`src/pkg/tgcd_pkg.sv`:
```
// package for the timer gating and command decode block
// assumes one clock domain; shared by the design and the bench
package tgcd_pkg;

    localparam int          NUM_COUNTERS      = 5;

    // multi-counter operation in command bits 7..5
    localparam logic [2:0]  OP_POINTER        = 3'h0;
    localparam logic [2:0]  OP_ARM            = 3'h1;
    localparam logic [2:0]  OP_LOAD           = 3'h2;
    localparam logic [2:0]  OP_LOAD_ARM       = 3'h3;
    localparam logic [2:0]  OP_DISARM_SAVE    = 3'h4;
    localparam logic [2:0]  OP_SAVE           = 3'h5;
    localparam logic [2:0]  OP_DISARM         = 3'h6;
    localparam logic [2:0]  OP_SINGLE         = 3'h7;

    // single-counter prefixes in command bits 7..3
    localparam logic [4:0]  PFX_CLEAR_TOGGLE  = 5'h1c;
    localparam logic [4:0]  PFX_SET_TOGGLE    = 5'h1d;
    localparam logic [4:0]  PFX_STEP          = 5'h1e;
    localparam logic [4:0]  PFX_SPECIAL       = 5'h1f;

    // fixed master-mode codes
    localparam logic [7:0]  CODE_SEQ_DISABLE  = 8'he8;
    localparam logic [7:0]  CODE_SEQ_ENABLE   = 8'he0;
    localparam logic [7:0]  CODE_FREQUENCY_OUTPUT_OFF     = 8'hee;
    localparam logic [7:0]  CODE_FREQUENCY_OUTPUT_ON      = 8'he6;
    localparam logic [7:0]  CODE_BUS_WIDE     = 8'hef;
    localparam logic [7:0]  CODE_BUS_NARROW   = 8'he7;
    localparam logic [7:0]  CODE_PREFETCH_ON  = 8'hf8;
    localparam logic [7:0]  CODE_PREFETCH_OFF = 8'hf9;
    localparam logic [7:0]  CODE_MASTER_RESET = 8'hff;

    // excluded group values of the pointer command
    localparam logic [2:0]  GROUP_EXCLUDED_A  = 3'h0;
    localparam logic [2:0]  GROUP_EXCLUDED_B  = 3'h6;

    // gate select codes
    localparam logic [2:0]  GATE_NONE         = 3'h0;
    localparam logic [2:0]  GATE_LOWER_TC     = 3'h1;
    localparam logic [2:0]  GATE_UPPER_PIN    = 3'h2;
    localparam logic [2:0]  GATE_LOWER_PIN    = 3'h3;
    localparam logic [2:0]  GATE_OWN_HIGH     = 3'h4;
    localparam logic [2:0]  GATE_OWN_LOW      = 3'h5;
    localparam logic [2:0]  GATE_EDGE_RISE    = 3'h6;
    localparam logic [2:0]  GATE_EDGE_FALL    = 3'h7;

    // reset values
    localparam logic [7:0]  COMMAND_RESET     = 8'h00;
    localparam logic [4:0]  COUNTER_RESET     = 5'h00;

    typedef struct packed {
        logic [2:0] gate_select;
        logic       repetition_bit;
        logic       alternate_reload;
    } tgcd_mode_t;

    typedef struct packed {
        logic [1:0] element;
        logic [2:0] group;
        logic       byte_pointer;
    } tgcd_pointer_t;

    typedef struct packed {
        logic pointer_sequencing_disable_bit;
        logic freq_out_gate_off_bit;
        logic wide_bus_bit;
        logic write_prefetch;
    } tgcd_master_t;

    localparam tgcd_pointer_t POINTER_RESET = '{element: 2'h0, group: 3'h0, byte_pointer: 1'b1};
    localparam tgcd_master_t  MASTER_RESET  = '{default: 1'b0};

endpackage

```
`src/rtl/tgcd_top.sv`:
```
// command decoder and per-counter gating for a five-counter timing controller
// assumes the counting core supplies terminal_count on ref_clk; gate pins are asynchronous
//
// Overview of operation
// - code 000 counts whenever armed
// - code 100 counts while own gate high
// - code 101 counts while own gate low
// - codes 010/011 use upper/lower neighbour gate
// - counters one and five are neighbours
// - codes 110/111 run from edge until terminal count
// - repeating edge mode stays armed and waits for a new edge after terminal count
// - code 001 gates on lower terminal count
// - host writes 8-bit command, device decodes it
// - select field bit per counter, bit0 first
// - single commands address one counter, 1 to 5
// - top bits pick the multi-counter operation
// - top 000 loads data pointer, two groups excluded
// - set, clear toggle, or step one counter
// - fixed codes set or clear master bits
// - prefetch on/off codes and master reset
// - arm enables counting, clear bits untouched
// - disarm during terminal count waits for exit
// - arm resets alternating reload to hold first
// - without repetition disarm after one cycle
`timescale 1ns/1ps
`default_nettype none

module tgcd_top
    import tgcd_pkg::*;
(
    input  wire logic                    ref_clk,
    input  wire logic                    reset,
    input  wire logic                    clk_en,
    input  wire logic                    cmd_write,
    input  wire logic [7:0]              cmd_data,
    input  wire logic [NUM_COUNTERS-1:0] own_gate_pin,
    input  wire logic [NUM_COUNTERS-1:0] terminal_count,
    input  wire tgcd_mode_t              counter_mode [NUM_COUNTERS],
    output logic [NUM_COUNTERS-1:0]      count_enable,
    output logic [NUM_COUNTERS-1:0]      armed,
    output logic [NUM_COUNTERS-1:0]      load_pulse,
    output logic [NUM_COUNTERS-1:0]      save_pulse,
    output logic [NUM_COUNTERS-1:0]      step_pulse,
    output logic [NUM_COUNTERS-1:0]      toggle_state,
    output logic [NUM_COUNTERS-1:0]      reload_from_hold,
    output tgcd_pointer_t                data_pointer,
    output tgcd_master_t                 master_mode,
    output logic                         master_reset_pulse
);

    localparam int LAST = NUM_COUNTERS - 1;

    // wrap-around neighbours
    function automatic int upper_index(input int idx);
        return (idx == LAST) ? 0 : idx + 1;
    endfunction

    function automatic int lower_index(input int idx);
        return (idx == 0) ? LAST : idx - 1;
    endfunction

    // counter number to one-hot
    function automatic logic [NUM_COUNTERS-1:0] number_to_select(input logic [2:0] number);
        logic [NUM_COUNTERS-1:0] sel;
        sel = COUNTER_RESET;
        for (int k = 0; k < NUM_COUNTERS; k++) begin
            if (number == 3'(k + 1)) begin
                sel[k] = 1'b1;
            end
        end
        return sel;
    endfunction

    logic [7:0]              command_entry;
    logic                    command_pending;
    logic [NUM_COUNTERS-1:0] gate_meta;
    logic [NUM_COUNTERS-1:0] gate_sync;
    logic [NUM_COUNTERS-1:0] gate_prev;
    logic [NUM_COUNTERS-1:0] tc_prev;
    logic [NUM_COUNTERS-1:0] disarm_pending;
    logic [NUM_COUNTERS-1:0] edge_running;
    logic                    soft_reset;

    // decoded command strobes
    logic [2:0]              cmd_op;
    logic [4:0]              cmd_prefix;
    logic [NUM_COUNTERS-1:0] cmd_select;
    logic [NUM_COUNTERS-1:0] cmd_number_sel;
    logic [NUM_COUNTERS-1:0] do_arm;
    logic [NUM_COUNTERS-1:0] do_load;
    logic [NUM_COUNTERS-1:0] do_save;
    logic [NUM_COUNTERS-1:0] do_disarm;
    logic [NUM_COUNTERS-1:0] do_step;
    logic [NUM_COUNTERS-1:0] do_set_toggle;
    logic [NUM_COUNTERS-1:0] do_clear_toggle;
    logic                    do_pointer;
    logic [NUM_COUNTERS-1:0] tc_rise;
    logic [NUM_COUNTERS-1:0] tc_fall;
    logic [NUM_COUNTERS-1:0] gate_rise;
    logic [NUM_COUNTERS-1:0] gate_fall;
    logic [NUM_COUNTERS-1:0] next_armed;
    logic [NUM_COUNTERS-1:0] next_count_enable;
    logic [NUM_COUNTERS-1:0] next_edge_running;

    // command capture, decoded one cycle later
    always_ff @(posedge ref_clk) begin
        if (reset) begin
            command_entry   <= COMMAND_RESET;
            command_pending <= 1'b0;
        end else if (clk_en) begin
            command_pending <= cmd_write;
            if (cmd_write) begin
                command_entry <= cmd_data;
            end
        end
    end

    // gate pins cross into ref_clk through two flops
    always_ff @(posedge ref_clk) begin
        if (reset) begin
            gate_meta <= COUNTER_RESET;
            gate_sync <= COUNTER_RESET;
            gate_prev <= COUNTER_RESET;
            tc_prev   <= COUNTER_RESET;
        end else if (clk_en) begin
            gate_meta <= own_gate_pin;
            gate_sync <= gate_meta;
            gate_prev <= gate_sync;
            tc_prev   <= terminal_count;
        end
    end

    assign cmd_op         = command_entry[7:5];
    assign cmd_prefix     = command_entry[7:3];
    assign cmd_select     = command_entry[4:0];
    assign cmd_number_sel = number_to_select(command_entry[2:0]);
    assign tc_rise        = terminal_count & ~tc_prev;
    assign tc_fall        = ~terminal_count & tc_prev;
    assign gate_rise      = gate_sync & ~gate_prev;
    assign gate_fall      = ~gate_sync & gate_prev;

    // one decode drives every selected counter in the same cycle
    always_comb begin
        do_arm          = COUNTER_RESET;
        do_load         = COUNTER_RESET;
        do_save         = COUNTER_RESET;
        do_disarm       = COUNTER_RESET;
        do_step         = COUNTER_RESET;
        do_set_toggle   = COUNTER_RESET;
        do_clear_toggle = COUNTER_RESET;
        do_pointer      = 1'b0;
        if (command_pending) begin
            unique case (cmd_op)
                OP_POINTER: begin
                    do_pointer = (command_entry[2:0] != GROUP_EXCLUDED_A)
                              && (command_entry[2:0] != GROUP_EXCLUDED_B);
                end
                OP_ARM: begin
                    do_arm = cmd_select;
                end
                OP_LOAD: begin
                    do_load = cmd_select;
                end
                OP_LOAD_ARM: begin
                    do_load = cmd_select;
                    do_arm  = cmd_select;
                end
                OP_DISARM_SAVE: begin
                    do_disarm = cmd_select;
                    do_save   = cmd_select;
                end
                OP_SAVE: begin
                    do_save = cmd_select;
                end
                OP_DISARM: begin
                    do_disarm = cmd_select;
                end
                OP_SINGLE: begin
                    if (cmd_prefix == PFX_SET_TOGGLE) begin
                        do_set_toggle = cmd_number_sel;
                    end else if (cmd_prefix == PFX_CLEAR_TOGGLE) begin
                        do_clear_toggle = cmd_number_sel;
                    end else if (cmd_prefix == PFX_STEP) begin
                        do_step = cmd_number_sel;
                    end
                end
            endcase
        end
    end

    assign soft_reset = command_pending && (command_entry == CODE_MASTER_RESET);

    // arm state
    always_comb begin
        for (int i = 0; i < NUM_COUNTERS; i++) begin
            next_armed[i] = armed[i];
            if (disarm_pending[i] && (tc_fall[i] || do_load[i] || do_step[i])) begin
                next_armed[i] = 1'b0;
            end
            if (armed[i] && tc_fall[i] && !counter_mode[i].repetition_bit) begin
                next_armed[i] = 1'b0;
            end
            if (do_disarm[i] && !terminal_count[i]) begin
                next_armed[i] = 1'b0;
            end
            if (do_arm[i]) begin
                next_armed[i] = 1'b1;
            end
        end
    end

    always_ff @(posedge ref_clk) begin
        if (reset || (clk_en && soft_reset)) begin
            armed          <= COUNTER_RESET;
            disarm_pending <= COUNTER_RESET;
        end else if (clk_en) begin
            armed <= next_armed;
            for (int i = 0; i < NUM_COUNTERS; i++) begin
                if (do_arm[i] || tc_fall[i] || do_load[i] || do_step[i]) begin
                    disarm_pending[i] <= 1'b0;
                end
                if (do_disarm[i] && terminal_count[i] && !do_arm[i]) begin
                    disarm_pending[i] <= 1'b1;
                end
            end
        end
    end

    // edge-triggered run windows
    always_comb begin
        for (int i = 0; i < NUM_COUNTERS; i++) begin
            next_edge_running[i] = edge_running[i];
            if (tc_rise[i]) begin
                next_edge_running[i] = 1'b0;
            end else if (!edge_running[i]) begin
                // edges ignored inside a window
                if (counter_mode[i].gate_select == GATE_EDGE_RISE) begin
                    next_edge_running[i] = gate_rise[i];
                end else if (counter_mode[i].gate_select == GATE_EDGE_FALL) begin
                    next_edge_running[i] = gate_fall[i];
                end
            end
            if (!next_armed[i]) begin
                next_edge_running[i] = 1'b0;
            end
        end
    end

    always_ff @(posedge ref_clk) begin
        if (reset || (clk_en && soft_reset)) begin
            edge_running <= COUNTER_RESET;
        end else if (clk_en) begin
            edge_running <= next_edge_running;
        end
    end

    // gate condition, qualified by arm
    always_comb begin
        for (int i = 0; i < NUM_COUNTERS; i++) begin
            unique case (counter_mode[i].gate_select)
                GATE_NONE:      next_count_enable[i] = 1'b1;
                GATE_LOWER_TC:  next_count_enable[i] = terminal_count[lower_index(i)];
                GATE_UPPER_PIN: next_count_enable[i] = gate_sync[upper_index(i)];
                GATE_LOWER_PIN: next_count_enable[i] = gate_sync[lower_index(i)];
                GATE_OWN_HIGH:  next_count_enable[i] = gate_sync[i];
                GATE_OWN_LOW:   next_count_enable[i] = ~gate_sync[i];
                GATE_EDGE_RISE,
                GATE_EDGE_FALL: next_count_enable[i] = next_edge_running[i];
            endcase
            next_count_enable[i] = next_count_enable[i] & next_armed[i];
        end
    end

    // strobes to the counting core
    always_ff @(posedge ref_clk) begin
        if (reset || (clk_en && soft_reset)) begin
            count_enable <= COUNTER_RESET;
            load_pulse   <= COUNTER_RESET;
            save_pulse   <= COUNTER_RESET;
            step_pulse   <= COUNTER_RESET;
        end else if (clk_en) begin
            count_enable <= next_count_enable;
            load_pulse   <= do_load;
            save_pulse   <= do_save;
            step_pulse   <= do_step;
        end
    end

    // toggle flip-flops
    always_ff @(posedge ref_clk) begin
        if (reset || (clk_en && soft_reset)) begin
            toggle_state <= COUNTER_RESET;
        end else if (clk_en) begin
            toggle_state <= (toggle_state | do_set_toggle) & ~do_clear_toggle;
        end
    end

    // alternating reload source
    always_ff @(posedge ref_clk) begin
        if (reset || (clk_en && soft_reset)) begin
            reload_from_hold <= COUNTER_RESET;
        end else if (clk_en) begin
            for (int i = 0; i < NUM_COUNTERS; i++) begin
                if (!counter_mode[i].alternate_reload) begin
                    reload_from_hold[i] <= 1'b0;
                end else if (do_arm[i]) begin
                    reload_from_hold[i] <= 1'b1;
                end else if (tc_rise[i]) begin
                    reload_from_hold[i] <= ~reload_from_hold[i];
                end
            end
        end
    end

    // data pointer and master-mode bits
    always_ff @(posedge ref_clk) begin
        if (reset || (clk_en && soft_reset)) begin
            data_pointer <= POINTER_RESET;
            master_mode  <= MASTER_RESET;
        end else if (clk_en && command_pending) begin
            if (do_pointer) begin
                data_pointer.element      <= command_entry[4:3];
                data_pointer.group        <= command_entry[2:0];
                data_pointer.byte_pointer <= 1'b1;
            end
            unique case (command_entry)
                CODE_SEQ_DISABLE:  master_mode.pointer_sequencing_disable_bit <= 1'b1;
                CODE_SEQ_ENABLE:   master_mode.pointer_sequencing_disable_bit <= 1'b0;
                CODE_FREQUENCY_OUTPUT_OFF:     master_mode.freq_out_gate_off_bit          <= 1'b1;
                CODE_FREQUENCY_OUTPUT_ON:      master_mode.freq_out_gate_off_bit          <= 1'b0;
                CODE_BUS_WIDE:     master_mode.wide_bus_bit                   <= 1'b1;
                CODE_BUS_NARROW:   master_mode.wide_bus_bit                   <= 1'b0;
                CODE_PREFETCH_ON:  master_mode.write_prefetch                 <= 1'b1;
                CODE_PREFETCH_OFF: master_mode.write_prefetch                 <= 1'b0;
                default:           master_mode                                <= master_mode;
            endcase
        end
    end

    // master reset strobe
    always_ff @(posedge ref_clk) begin
        if (reset) begin
            master_reset_pulse <= 1'b0;
        end else if (clk_en) begin
            master_reset_pulse <= soft_reset;
        end
    end

endmodule

`default_nettype wire

```
`config.mk`:
```
export PLATFORM = sky130hd
export DESIGN_NAME = tgcd_top
export DESIGN_NICKNAME = d
export VERILOG_FILES = /design/src/pkg/tgcd_pkg.sv /design/src/rtl/tgcd_top.sv
export SDC_FILE = /design/constraint.sdc
export NUM_CORES = 1
export LEC_CHECK = 0
export ABC_AREA = 1
export BUFFER_PORTS_ARGS = -buffer_cell sky130_fd_sc_hd__buf_2
export CAP_MARGIN = 20
export CORE_ASPECT_RATIO = 1.4
export CORE_UTILIZATION = 50
export CTS_BUF_LIST = sky130_fd_sc_hd__clkbuf_4
export CTS_CLUSTER_SIZE = 30
export DETAILED_ROUTE_END_ITERATION = 6
export PLACE_DENSITY = 0.75
export SKIP_CTS_REPAIR_TIMING = 1
export SLEW_MARGIN = 20
export SYNTH_ARGS = -nofsm -noshare
export SYNTH_HDL_FRONTEND = slang
export SYNTH_SLANG_ARGS = --single-unit
```
`constraint.sdc`:
```
create_clock -name ref_clk -period 1.7 [get_ports ref_clk]
set_clock_uncertainty 0.05 [all_clocks]
set_input_delay 0.51 -clock ref_clk [delete_from_list [all_inputs] [get_ports ref_clk]]
set_output_delay 0.51 -clock ref_clk [all_outputs]
set_load 0.03 [all_outputs]
```
# --- Word-level counts from Yosys, hierarchy flattened ---
# Cells that the tools add are included.
totals:
  regBits: 84
  latchBits: 0
  ramBits: 0
  rom_bits: 0
  in_bits: 47
  out_inout_bits: 46
  elab_cells: 343
  mem_count: 0
classes:
  addsub: 0
  n_mul: 0
  div_mod_pow: 0
  n_lt_le_gt_ge: 0
  n_eq_ne: 65
  shift: 0
  mux: 106
  n_bitwise: 26
  reduce_logical: 116
op_table:
  columns: ["op", "n"]
  rows:
  - ["5-bit two-way mux", 20]
  - ["3-bit equality test (second input constant)", 26]
  - ["1-bit two-way mux", 77]
  - ["8-bit equality test (second input constant)", 9]
  - ["3-bit by 2-bit equality test with 1-bit output (second input constant)", 14]
  - ["1-bit one-hot mux with 7 select lines", 5]
  - ["1-bit logical AND", 34]
  - ["2-bit AND reduction", 16]
  - ["1-bit logical OR", 26]
  - ["5-bit bitwise AND", 5]
  - ["5-bit inverter", 5]
  - ["3-bit by 1-bit equality test with 1-bit output (second input constant)", 7]
  - ["3-bit zero test", 6]
  - ["2-bit nonzero test", 9]
  - ["2-bit OR reduction", 9]
  - ["5-bit equality test (second input constant)", 3]
  - ["1-bit zero test", 15]
  - ["3-bit by 1-bit != test with 1-bit output (second input constant)", 5]
  - ["1-bit inverter", 10]
  - ["1-bit one-hot mux with 2 select lines", 4]
  - ["1-bit bitwise AND", 5]
  - ["5-bit bitwise OR", 1]
  - ["3-bit != test (second input constant)", 1]
  - ["3-bit nonzero test", 1]

# --- Depth between registers and ports, before layout ---
# Gate-level depths: netlist of the first run.
logic_depth:
  depth_word: 16
  depth_mapped: 12
  ltp_nobuf: 12

# --- Worst setup path after synthesis of the first run ---
# Ideal clock, no wire load.
synth_timing:
  kind: "input to register"
  startpoint: "in clk_en"
  endpoint: "reg step_pulse[3]"
  setup_ps: 133
  arrival_ps: 1392
  required_time_ps: 1517
  slack_ps: 126
  cell_stages: 9
  path_buffers: 2
  cell_sequence: "buf_2 > nand3_2 > nor3_2 > nand2_1 > nand2_2 > inv_2 > buf_6 > o21ai_1 > a21oi_1"
synth_via:
  elab_chain_len: 2
synth_lines:
  columns: ["item", "line_no", "text"]
  rows:
  - ["start: declaration", "tgcd_top.sv:33", "input wire logic clk_en,"]
  - ["1-bit logical AND", "tgcd_top.sv:276", "if (reset || (clk_en && soft_reset)) begin"]
  - ["1-bit logical OR", "tgcd_top.sv:276", null]
  - ["end signal: assignment", "tgcd_top.sv:285", "step_pulse <= do_step;"]
  - ["end: declaration", "tgcd_top.sv:43", "output logic [NUM_COUNTERS-1:0] step_pulse,"]
# Several ways; a longest one is shown, not always the timed one.
# A chain may end at the register's enable or synchronous reset.

# --- Worst setup path in the final report of the first run ---
layout_timing:
  startpoint: "reg master_mode[2] (netlist bit)"
  endpoint: "out master_mode[2] (netlist bit)"
layout_lines:
  columns: ["item", "line_no", "text"]
  rows:
  - ["start: declaration", "tgcd_top.sv:47", "output tgcd_master_t master_mode,"]
  - ["start signal: assignment", "tgcd_top.sv:335", "default: master_mode <= master_mode;"]
# No word-level cell between the ends.

==> summary.txt, run 1 <==
Status
  • Outcome: finished, final reports clean

Timing
  • Unrepaired setup endpoints after global routing: true
  • Relative slew slack: 60.1%
  • Fmax: 0.618 GHz
  • Min Hold Slack: ~240 ps
  • Final Hold Viols: 0
  • Ratio of final minimum period to clock period: between 90% and 100%
  • Max Slew Vio Count: 0
  • Endpoints failing setup: 0
  • Final worst slack: around 82 ps
  • Worst-Margin Slew: about 590 ps
  • Post-layout min period: around 1600 ps

Routing
  • WL/cell: between 10 and 15 um
  • DRC Markers: 0
  • DR vias: around 4200
  • Initial DRC count: around 300
  • Final wirelength: ~11000 um
  • First drt pass iteration count: 5
  • Vias per std cell: 5.33
  • Antenna Nets Post-Route: 0

Global routing
  • GR Layer Usage met1: 31.4%
  • Initial antenna violation count: 0
  • GRT Residual Overflow: 0
  • Most Used Layer, Global Route: met2
  • Largest net degree at the start of global routing: 37
  • Met2 Use GR: a little under half
  • Vias in the first global route: between 3000 and 4000
  • GRT Overall Usage: a little over a quarter
  • First-pass GRT wire length: 17500 um
  • Grt met3 use: roughly 3.4%

Clock network
  • CTS clock-pin slew for the worst setup and hold paths: around 130 ps
  • Htree depth: 3
  • Clk buf depth: 2
  • CTS tree: done
  • CTS buffer count: 9
  • Skew-Pair Late Insertion Delay: ~440 ps
  • CTS Sinks: 84
  • Root buffer cell: clkbuf_4

Min path
  • Hold Crit Class: in -> reg
  • HP Start: own_gate_pin[3]

Pwr
  • Sw Share: approximately 28%
  • Gate power share: a little over an eighth
  • Internal power: about 2700 uW
  • Peak supply drop: approximately 0.48 mV
  • Pleak: roughly 0.0022 uW
  • Clock network power share: 30.1%
  • NetSw: 1050 uW
  • Pwr dens: between 700 and 800 nW/um^2
  • Sequential share of power: a little under three fifths

Worst setup path
  • CP max-delay cell: dfxtp_1
  • CP Capture Type: output port
  • Setup Crit Path Kind: reg -> out
  • Bufs and invs on worst path: 1
  • Critical Path Source Type: register
  • FF-to-FF Start: command_entry[6]
  • Critical path data arrival time: 1060 ps
  • Max incr delay on CP: approximately 400 ps
  • Setup crit start: master_mode[2]
  • Cells along the critical path: buf_2
  • Crit path max-delay family: flip-flops
  • Required @ worst endpoint: roughly 1100 ps
  • CP Max Fanout: 2

Floorplan
  • Num rows: 38
  • Die width: between 70 and 80 um
  • Die ar.: 8390 um^2
  • Core Box Area: between 7000 and 8000 um^2
  • Io pins: a little over 90
  • Chip Height: 108 um
  • Initial Utilization: 51.8%

Synthesis
  • Ys Warns: 0
  • Synth Net Count: between 600 and 700
  • Netlist cell types: 33
  • Register area share after synthesis: 41.9%
  • Mapped Avg Cell Area: around 6.8 um^2
  • Cells after Synth: 590
  • FF+latch count, synth: 84
  • Post-Syn Area: between 4000 and 5000 um^2

Place
  • IO buf count: approximately 90
  • Placer Congestion: around 0.91
  • Pre-CTS setup slack: -42.3 ps
  • Dpl hpwl: approximately 8000 um

Final layout
  • Proportion of layout cells with a drive suffix above 1: 22.4%
  • Most common library cell in the layout ignoring fill and taps: nand2_1
  • Nets: roughly 740
  • Commonest cells after routing, fill and taps aside: nand2_1, buf_2, a21oi_1, nor2_1, dfxtp_1
  • P&R area growth vs syn: 20.3%
  • Ant diodes: 0

Run
  • Maxcap violations: 0
-- layer usage --
layer  part of all wire, %  vias up  wire length (um)
li1                      -     2134                 -
met1                    42     1928              4570
met2                    49      134              5290
met3                   5.0       27               541
met4                   3.6        0               383
met5                     0        -                 0
-- power groups by stage --
stage	registers, uW	logic [uW]	clock network (uW)
after floorplan	2140	294	0
final	2090	504	1120
after global placement	2130	488	0
after detailed placement	2130	497	0
after global routing	2100	563	1210
after CTS	2090	500	1140
-- cell usage after synthesis, drive strengths merged --
cell	number	area (um^2)
inv	63	236
clkbuf	11	41.3
a311oi	2	17.5
nor2	83	319
buf	12	66.3
nand2	130	498
a22oi	6	45.0
a211oi	10	75.1
xor2	5	43.8
a31oi	2	12.5
dfxtp	84	1680
nor4	1	6.26
o211ai	2	15.0
a21oi	88	440
o21ai	55	298
conb	1	3.75
nor3	12	76.3
o2111ai	2	17.5
nand4	2	12.5
nand3	16	85.1
a21boi	1	7.51
or3	2	12.5
-- per-stage QoR --
stage | cells | utilization (%) | total power [uW] | area [um^2] | setup TNS, ps
6_report | 793 | 62.3 | 3710 | 4820 | 0
3_3_place_gp | 777 | 60.3 | 2620 | 4680 | 0
3_5_place_dp | 777 | 60.3 | 2630 | 4680 | -66.7
2_1_floorplan | 590 | - | 2430 | 4010 | 0
5_1_grt | 793 | 62.3 | 3870 | 4820 | -37.7
4_1_cts | 793 | 62.0 | 3730 | 4810 | 0
-- path summary, 6_finish.rpt --
kind                             to  slack [ps]  cells past startpoint
hold / removal         gate_meta[3]         240                      3
setup / recovery     master_mode[2]          80                      1
setup reg to reg     master_mode[2]         130                      7
hold reg to reg   disarm_pending[1]         420                      2
-- sequential cells by signal (all words and copies together), names as in the netlist --
name	count
disarm_pending	5
tc_prev	5
armed	5
count_enable	5
reload_from_hold	5
command_entry	8
load_pulse	5
data_pointer	5
master_mode	4
step_pulse	5
gate_prev	5
master_reset_pulse	1
command_pending	1
gate_meta	5
gate_sync	5
edge_running	5
toggle_state	5
save_pulse	5
-- cells by family after synthesis --
kind of cell / Yosys count / share of synthesized area, %
compound gates: 168 / 23.1
xor+xnor: 5 / 1.09
buf+inv: 86 / 8.58
flops: 84 / 41.9
other cells: 1 / 0.0935
simple gates: 246 / 25.2
-- layout make-up --
class | instances | area (um^2)
repair buffers | 110 | 648
inverters | 63 | 236
well taps | 100 | 125
clock buffers | 10 | 75.1
clock inverters | 6 | 55.1
multi-input cells | 420 | 1990
flip-flops and latches | 84 | 1690
fillers | 722 | 2930
Note: power is estimated with default switching activity, not from simulation.
==> inputs of run 2 (changes only) <==
--- a/config.mk
+++ b/config.mk
@@ -5,7 +5,6 @@
 export SDC_FILE = /design/constraint.sdc
 export NUM_CORES = 1
 export LEC_CHECK = 0
-export ABC_AREA = 1
 export BUFFER_PORTS_ARGS = -buffer_cell sky130_fd_sc_hd__buf_2
 export CAP_MARGIN = 20
 export CORE_ASPECT_RATIO = 1.4
@@ -13,7 +12,7 @@
 export CTS_BUF_LIST = sky130_fd_sc_hd__clkbuf_4
 export CTS_CLUSTER_SIZE = 30
 export DETAILED_ROUTE_END_ITERATION = 6
-export PLACE_DENSITY = 0.75
+export PLACE_DENSITY = 0.74
 export SKIP_CTS_REPAIR_TIMING = 1
 export SLEW_MARGIN = 20
 export SYNTH_ARGS = -nofsm -noshare
==> run 2 against run 1 <==
- total power decreased by 1.5%
- worst setup slack got worse by 140 ps
- clock power down 6%
- final cell count decreased by 3.8%
- flip-flop and latch count unchanged
- largest power group unchanged
- highest routed layer unchanged
- critical endpoint is now master_mode[3]
- combinational power up 11%
- critical path depth is 4 higher
- routed wire length up 18%
- sequential power fell by 2%
- the flow now finishes with violations (negative setup slack)
- hold slack about the same
- synthesized cell count is 13% lower
==> summary.txt, run 2 <==
Synthesis
  • Leading post-synthesis cells by cell area: dfxtp_1, mux2i_1, nor2_1
  • FF+latch count, synth: 84 (unchanged)
  • Ys Warns: 0 (unchanged)
  • Most used DFF post-synth: dfxtp_1
  • Most frequent cell after synthesis: dfxtp_1
  • Yosys top cell area share: 39.9% (-2.0 points)
  • Synth Net Count: 561 (-12%)
  • Synth area leader: dfxtp_1
  • Synth cell count leaders: dfxtp_1, nor2_1, nand2_1
  • Synth async-reset ratio: 0% (unchanged)
  • Cells after Synth: 514 (-13%)
  • Netlist cell types: 59 (+79%)
  • Register area share after synthesis: 39.9% (-2.0 points)
  • Post-synth EDFFs: 0 (unchanged)
  • Mapped Avg Cell Area: 8.20 um^2 (+21%)
  • Post-Syn Area: 4210 um^2 (+5.1%)

Place
  • Dpl hpwl: 9140 um (+14%)
  • IO buf count: 91 (unchanged)
  • Pre-CTS setup slack: -286 ps (-244 ps)
  • Placer Congestion: 0.919 (+1.2%)

Clock network
  • Skew-Pair Late Insertion Delay: 460 ps (+20 ps)
  • Htree depth: 3 (unchanged)
  • CTS Sinks: 84 (unchanged)
  • CTS buffer count: 9 (unchanged)
  • Root buffer cell: clkbuf_4
  • Clk buf depth: 2 (unchanged)
  • CTS clock-pin slew for the worst setup and hold paths: 150 ps (+20 ps)
  • CTS tree: done

Global routing
  • Most Used Layer, Global Route: met2
  • Largest net degree at the start of global routing: 36 (-2.7%)
  • First-pass GRT wire length: 19700 um (+13%)
  • GRT Overall Usage: 28.8% (+2.1 points)
  • GRT Residual Overflow: 0 (unchanged)
  • Vias in the first global route: 4229 (+9.6%)
  • GR Layer Usage met1: 34.3% (+2.9 points)
  • Initial antenna violation count: 1 (+1)
  • Grt met3 use: 4.46% (+1.1 points)
  • Met2 Use GR: 48.7% (+2.2 points)

Pwr
  • Pleak: 0.00228 uW (+5.3%)
  • Peak supply drop: 0.518 mV (+7.2%)
  • Pwr dens: 659 nW/um^2 (-14%)

Final layout
  • Reg with most FFs: command_entry
  • Flip-flop count of the largest register after layout: 8 (unchanged)
  • P&R area growth vs syn: 31.4%
  • Filler cells: 707 (-2.1%)
  • Nets: 702 (-4.5%)
  • Final core utilization: 68.0% (+5.7 points)
  • Most common library cell in the layout ignoring fill and taps: buf_2
  • Commonest cells after routing, fill and taps aside: buf_2, dfxtp_1, nor2_1, buf_4, nand2_1
  • Proportion of layout cells with a drive suffix above 1: 34.1% (+12 points)

Timing
  • Post-layout min period: 1760 ps (+138 ps)
  • Final Hold Viols: 0 (unchanged)
  • Unrepaired setup endpoints after global routing: true
  • Endpoints failing setup: 3 (+3)
  • Final worst slack: -55.5 ps (-138 ps)
  • Ratio of final minimum period to clock period: 103% (+8.1 points)
  • Fmax: 0.570 GHz (-7.8%)
  • Setup_tns: -133 ps (-133 ps)
  • Max Slew Vio Count: 0 (unchanged)

Routing
  • Initial DRC count: 283 (-4.4%)
  • First drt pass iteration count: 6 (+1)
  • DR vias: 4491 (+6.3%)
  • Final wirelength: 12700 um (+18%)
  • Vias per std cell: 5.89 (+11%)
  • DRC Markers: 0 (unchanged)
  • Antenna Nets Post-Route: 0 (unchanged)
  • WL/cell: 16.6 um (+22%)

Floorplan
  • Die width: 79.6 um (+2.4%)
  • Num rows: 39 (+2.6%)
  • Io pins: 93 (unchanged)
  • Initial Utilization: 51.7% (about the same)
  • Core Box Area: 8150 um^2 (+5.2%)
  • Die ar.: 8800 um^2 (+4.9%)
  • Chip Height: 111 um (+2.4%)

Worst setup path
  • CP Max Fanout: 5 (+3)
  • Required @ worst endpoint: 2030 ps (+890 ps)
  • Setup Crit Path Kind: reg -> reg
  • Critical path data arrival time: 2080 ps (+1020 ps)
  • Critical Path Source Type: register
  • CP Capture Type: register

Run
  • Maxcap violations: 0 (unchanged)

Status
  • Failing checks: negative setup slack
  • Outcome: finished, violations left

Min path
  • Hold Crit Class: in -> reg
-- run 2: cell types whose count changed in the layout (fill, tap and decap cells not counted), sizes merged, moves of 7 or more --
cell / before / now
a21oi: 88 / 40
buf: 110 / 166
inv: 63 / 17
mux2i: 0 / 35
nand2: 130 / 43
nand2b: 0 / 12
nand3: 16 / 23
nor2: 83 / 67
o21ai: 55 / 18
-- run 2: path summary, 6_finish.rpt --
kind                                   startpoint                 to  slack, ps  cells past startpoint
worst max-delay path             command_entry[4]     master_mode[3]        -60                      5
worst min-delay path                  cmd_data[4]   command_entry[4]        240                      3
worst max register to register   command_entry[4]     master_mode[3]        -60                      5
worst min register to register  disarm_pending[1]  disarm_pending[1]        420                      2
-- run 2: cell families after synthesis --
kind of cell	after synthesis	synth area share, %
xor+xnor	1	0.208
simple gates	213	25.6
buf+inv	52	5.61
flops	84	39.9
mux	38	9.12
compound gates	125	19.5
other cells	1	0.0890
-- run 2: stage by stage --
stage / hold WS, ps / cell area, um^2 / power, uW / cells
after global placement: 390 / 5200 / 2590 / 744
after CTS: 231 / 5320 / 3630 / 760
after floorplan: 386 / 4230 / 2370 / 514
after global routing: 238 / 5540 / 3790 / 763
after detailed placement: 400 / 5200 / 2600 / 744
final: 236 / 5540 / 3650 / 763
-- run 2: cell type report --
class / instances / area (um^2) / area share [%]
Clock inverter: 7 / 52.6 / 0.949
Tap cell: 102 / 128 / 2.30
Clock buffer: 9 / 67.6 / 1.22
Multi-Input combinational cell: 378 / 2440 / 44.1
Antenna cell: 1 / 2.50 / 0.0452
Inverter: 16 / 60.1 / 1.08
Sequential cell: 84 / 1700 / 30.6
Timing Repair Buffer: 166 / 1090 / 19.7
-- run 2: worst max-delay path: stages (launching register included) --
cell and delay [ps]:
dfxtp_2 370, buf_4 140, or4_4 520, or3_4 380
mux2i_1 150, nor2_1 60
-- run 2: where the power goes --
group	total [uW]	leakage, uW	switching, uW	internal [uW]
clock network	1050	0.0000562	747	304
registers	2040	0.000684	36.8	2010
logic	559	0.00154	319	240
total	3650	0.00228	1100	2550
-- run 2: routing by layer --
layer	wire length, um	up-vias	part of all wire (%)
met4	560	0	4.4
met5	0	-	0
met3	673	41	5.3
met1	5170	2121	41
li1	-	2157	-
met2	6270	172	49
==> inputs of run 3 (changes only) <==
--- a/config.mk
+++ b/config.mk
@@ -12,7 +12,7 @@
 export CTS_BUF_LIST = sky130_fd_sc_hd__clkbuf_4
 export CTS_CLUSTER_SIZE = 30
 export DETAILED_ROUTE_END_ITERATION = 6
-export PLACE_DENSITY = 0.74
+export PLACE_DENSITY = 0.81
 export SKIP_CTS_REPAIR_TIMING = 1
 export SLEW_MARGIN = 20
 export SYNTH_ARGS = -nofsm -noshare
==> run 3 against run 2 <==
- the run now ends clean
- via count fell by 0.67%
- non-clock buffer count up 2
- design area up 0.45%
- critical path depth rose by 1
- total power increased by 10%
- utilization increased by 0.31 points
- global-route usage rose by 0.093 points
- largest cell class unchanged
- sequential share of layout area about the same
- count of clock-buffer cells in the layout did not move
==> summary.txt, run 3 (synthesis gave the netlist of run 2 again) <==
Final layout
  • Filler cells: 666 (-5.8%)
  • Final Instance Area: 5560 um^2 (+0.45%)
  • Reg with most FFs: command_entry
  • Nets: 704 (+0.28%)
  • Commonest cells after routing, fill and taps aside: buf_2, dfxtp_1, buf_4, nor2_1, nand2_1
  • Flip-flop count of the largest register after layout: 8 (unchanged)
  • Most common library cell in the layout ignoring fill and taps: buf_2
  • P&R area growth vs syn: 32.0%
  • Proportion of layout cells with a drive suffix above 1: 34.4% (+0.35 points)

Worst setup path
  • Reg2reg setup slack: 10 ps (+70 ps)
  • Critical Path Source Type: register
  • CP Capture Type: register
  • Critical path data arrival time: 1980 ps (-100 ps)
  • CP Max Fanout: 11 (+6)
  • Setup Crit Path Kind: reg -> reg
  • Required @ worst endpoint: 1990 ps (-40 ps)

Timing
  • Post-layout min period: 1690 ps (-68.5 ps)
  • Setup_tns: 0 ps (+133 ps)
  • Ratio of final minimum period to clock period: 99.2% (-4.0 points)
  • Endpoints failing setup: 0 (-3)
  • Relative slew slack: between 60% and 70%
  • Final Hold Viols: 0 (unchanged)
  • Worst-Margin Slew: 493 ps
  • Unrepaired setup endpoints after global routing: true
  • Max Slew Vio Count: 0 (unchanged)
  • Fmax: 0.593 GHz (+4.1%)

Clock network
  • Htree depth: 3 (unchanged)
  • CTS clock-pin slew for the worst setup and hold paths: 130 ps (-20 ps)
  • CTS tree: done
  • Clk buf depth: 2 (unchanged)
  • Skew-Pair Late Insertion Delay: 450 ps (about the same)
  • CTS Sinks: 84 (unchanged)
  • Root buffer cell: clkbuf_4
  • CTS buffer count: 9 (unchanged)

Routing
  • DRC Markers: 0 (unchanged)
  • Vias per std cell: 5.83 (-0.93%)
  • WL/cell: 16.2 um (-2.7%)
  • Antenna Nets Post-Route: 0 (unchanged)
  • DR vias: 4461 (-0.67%)
  • Initial DRC count: 248 (-12%)
  • First drt pass iteration count: 6 (unchanged)
  • Final wirelength: 12400 um (-2.4%)

Min path
  • Hold Crit Class: in -> reg

Global routing
  • First-pass GRT wire length: 19900 um (+0.70%)
  • Largest net degree at the start of global routing: 43 (+19%)
  • GRT Overall Usage: 28.9% (+0.093 points)
  • GRT Residual Overflow: 0 (unchanged)
  • Initial antenna violation count: 1 (unchanged)
  • Vias in the first global route: 4360 (+3.1%)

Floorplan
  • Die width: 79.6 um (unchanged)
  • Initial Utilization: 51.7% (unchanged)
  • Chip Height: 111 um (unchanged)
  • Die ar.: 8800 um^2 (unchanged)
  • Num rows: 39 (unchanged)
  • Core Box Area: 8150 um^2 (unchanged)
  • Io pins: 93 (unchanged)

Pwr
  • Peak supply drop: 0.543 mV (+4.9%)
  • Pleak: 0.00231 uW (+1.3%)
  • Pwr dens: 723 nW/um^2 (+9.6%)
  • Final Power: 4020 uW (+10%)

Place
  • Dpl hpwl: 9010 um (-1.4%)
  • IO buf count: 91 (unchanged)
  • DP Area: 5200 um^2 (unchanged)
  • Placer Congestion: 0.943 (+2.7%)

Status
  • Outcome: finished, final reports clean

Run
  • Maxcap violations: 0 (unchanged)
==> run 3: changes by cell type in the layout (fill, tap and decap cells not counted), moves of 3 or more <==
cell / previous run / this run
bufinv_16: 0 / 3
dfxtp_2: 3 / 7
dfxtp_1: 78 / 74
buf_6: 6 / 1
buf_4: 65 / 74
==> run 3: path summary, 6_finish.rpt <==
check | start | to | cells past startpoint
worst min-delay path | own_gate_pin[3] | gate_meta[3] | 3
worst min register to register | count_enable[4] | count_enable[4] | 2
worst max register to register | command_pending | edge_running[3] | 6
worst max-delay path | command_pending | edge_running[3] | 6
==> run 3: final cells by class <==
cell class              instances  area, um^2  share of cell area (%)
multi-input cells             378        2420                    43.5
flip-flops and latches         84        1700                    30.6
repair buffers                168        1070                    19.2
well taps                     102         128                    2.29
clock inverters                 7         115                    2.07
clock buffers                   9        67.6                    1.21
inverters                      16        60.1                    1.08
diodes                          1        2.50                  0.0450
==> run 3: where the power goes <==
group          internal [uW]  total [uW]  leakage [uW]  switching (uW)
clock network            739        1440     0.0000936             697
logic                    234         543       0.00153             309
registers               2000        2040      0.000686            38.2
total                   2980        4020       0.00231            1040
==> run 3: critical path: stages (launching register included) <==
cell	delay (ps)
dfxtp_4	400
buf_4	190
nand4b_1	210
nor4_2	220
buf_4	180
a311o_1	230
o32ai_1	100
==> run 3: metrics by stage <==
stage | instances | utilization (%) | hold WS, ps | worst slack [ps]
6_report | 765 | 68.3 | 248 | 12.9
3_5_place_dp | 744 | 63.8 | 404 | -232
4_1_cts | 760 | 66.0 | 226 | -224
2_1_floorplan | 514 | - | 386 | -110
5_1_grt | 765 | 68.3 | 235 | -87.2
3_3_place_gp | 744 | 63.8 | 395 | -160
==> run 3: routing by layer <==
layer / vias up / share of wire, % / track usage (%)
met5: - / 0 / 0
met4: 0 / 4.8 / 19.0
met3: 47 / 5.5 / 4.79
met2: 176 / 49 / 48.0
met1: 2082 / 41 / 33.2
li1: 2156 / - / -
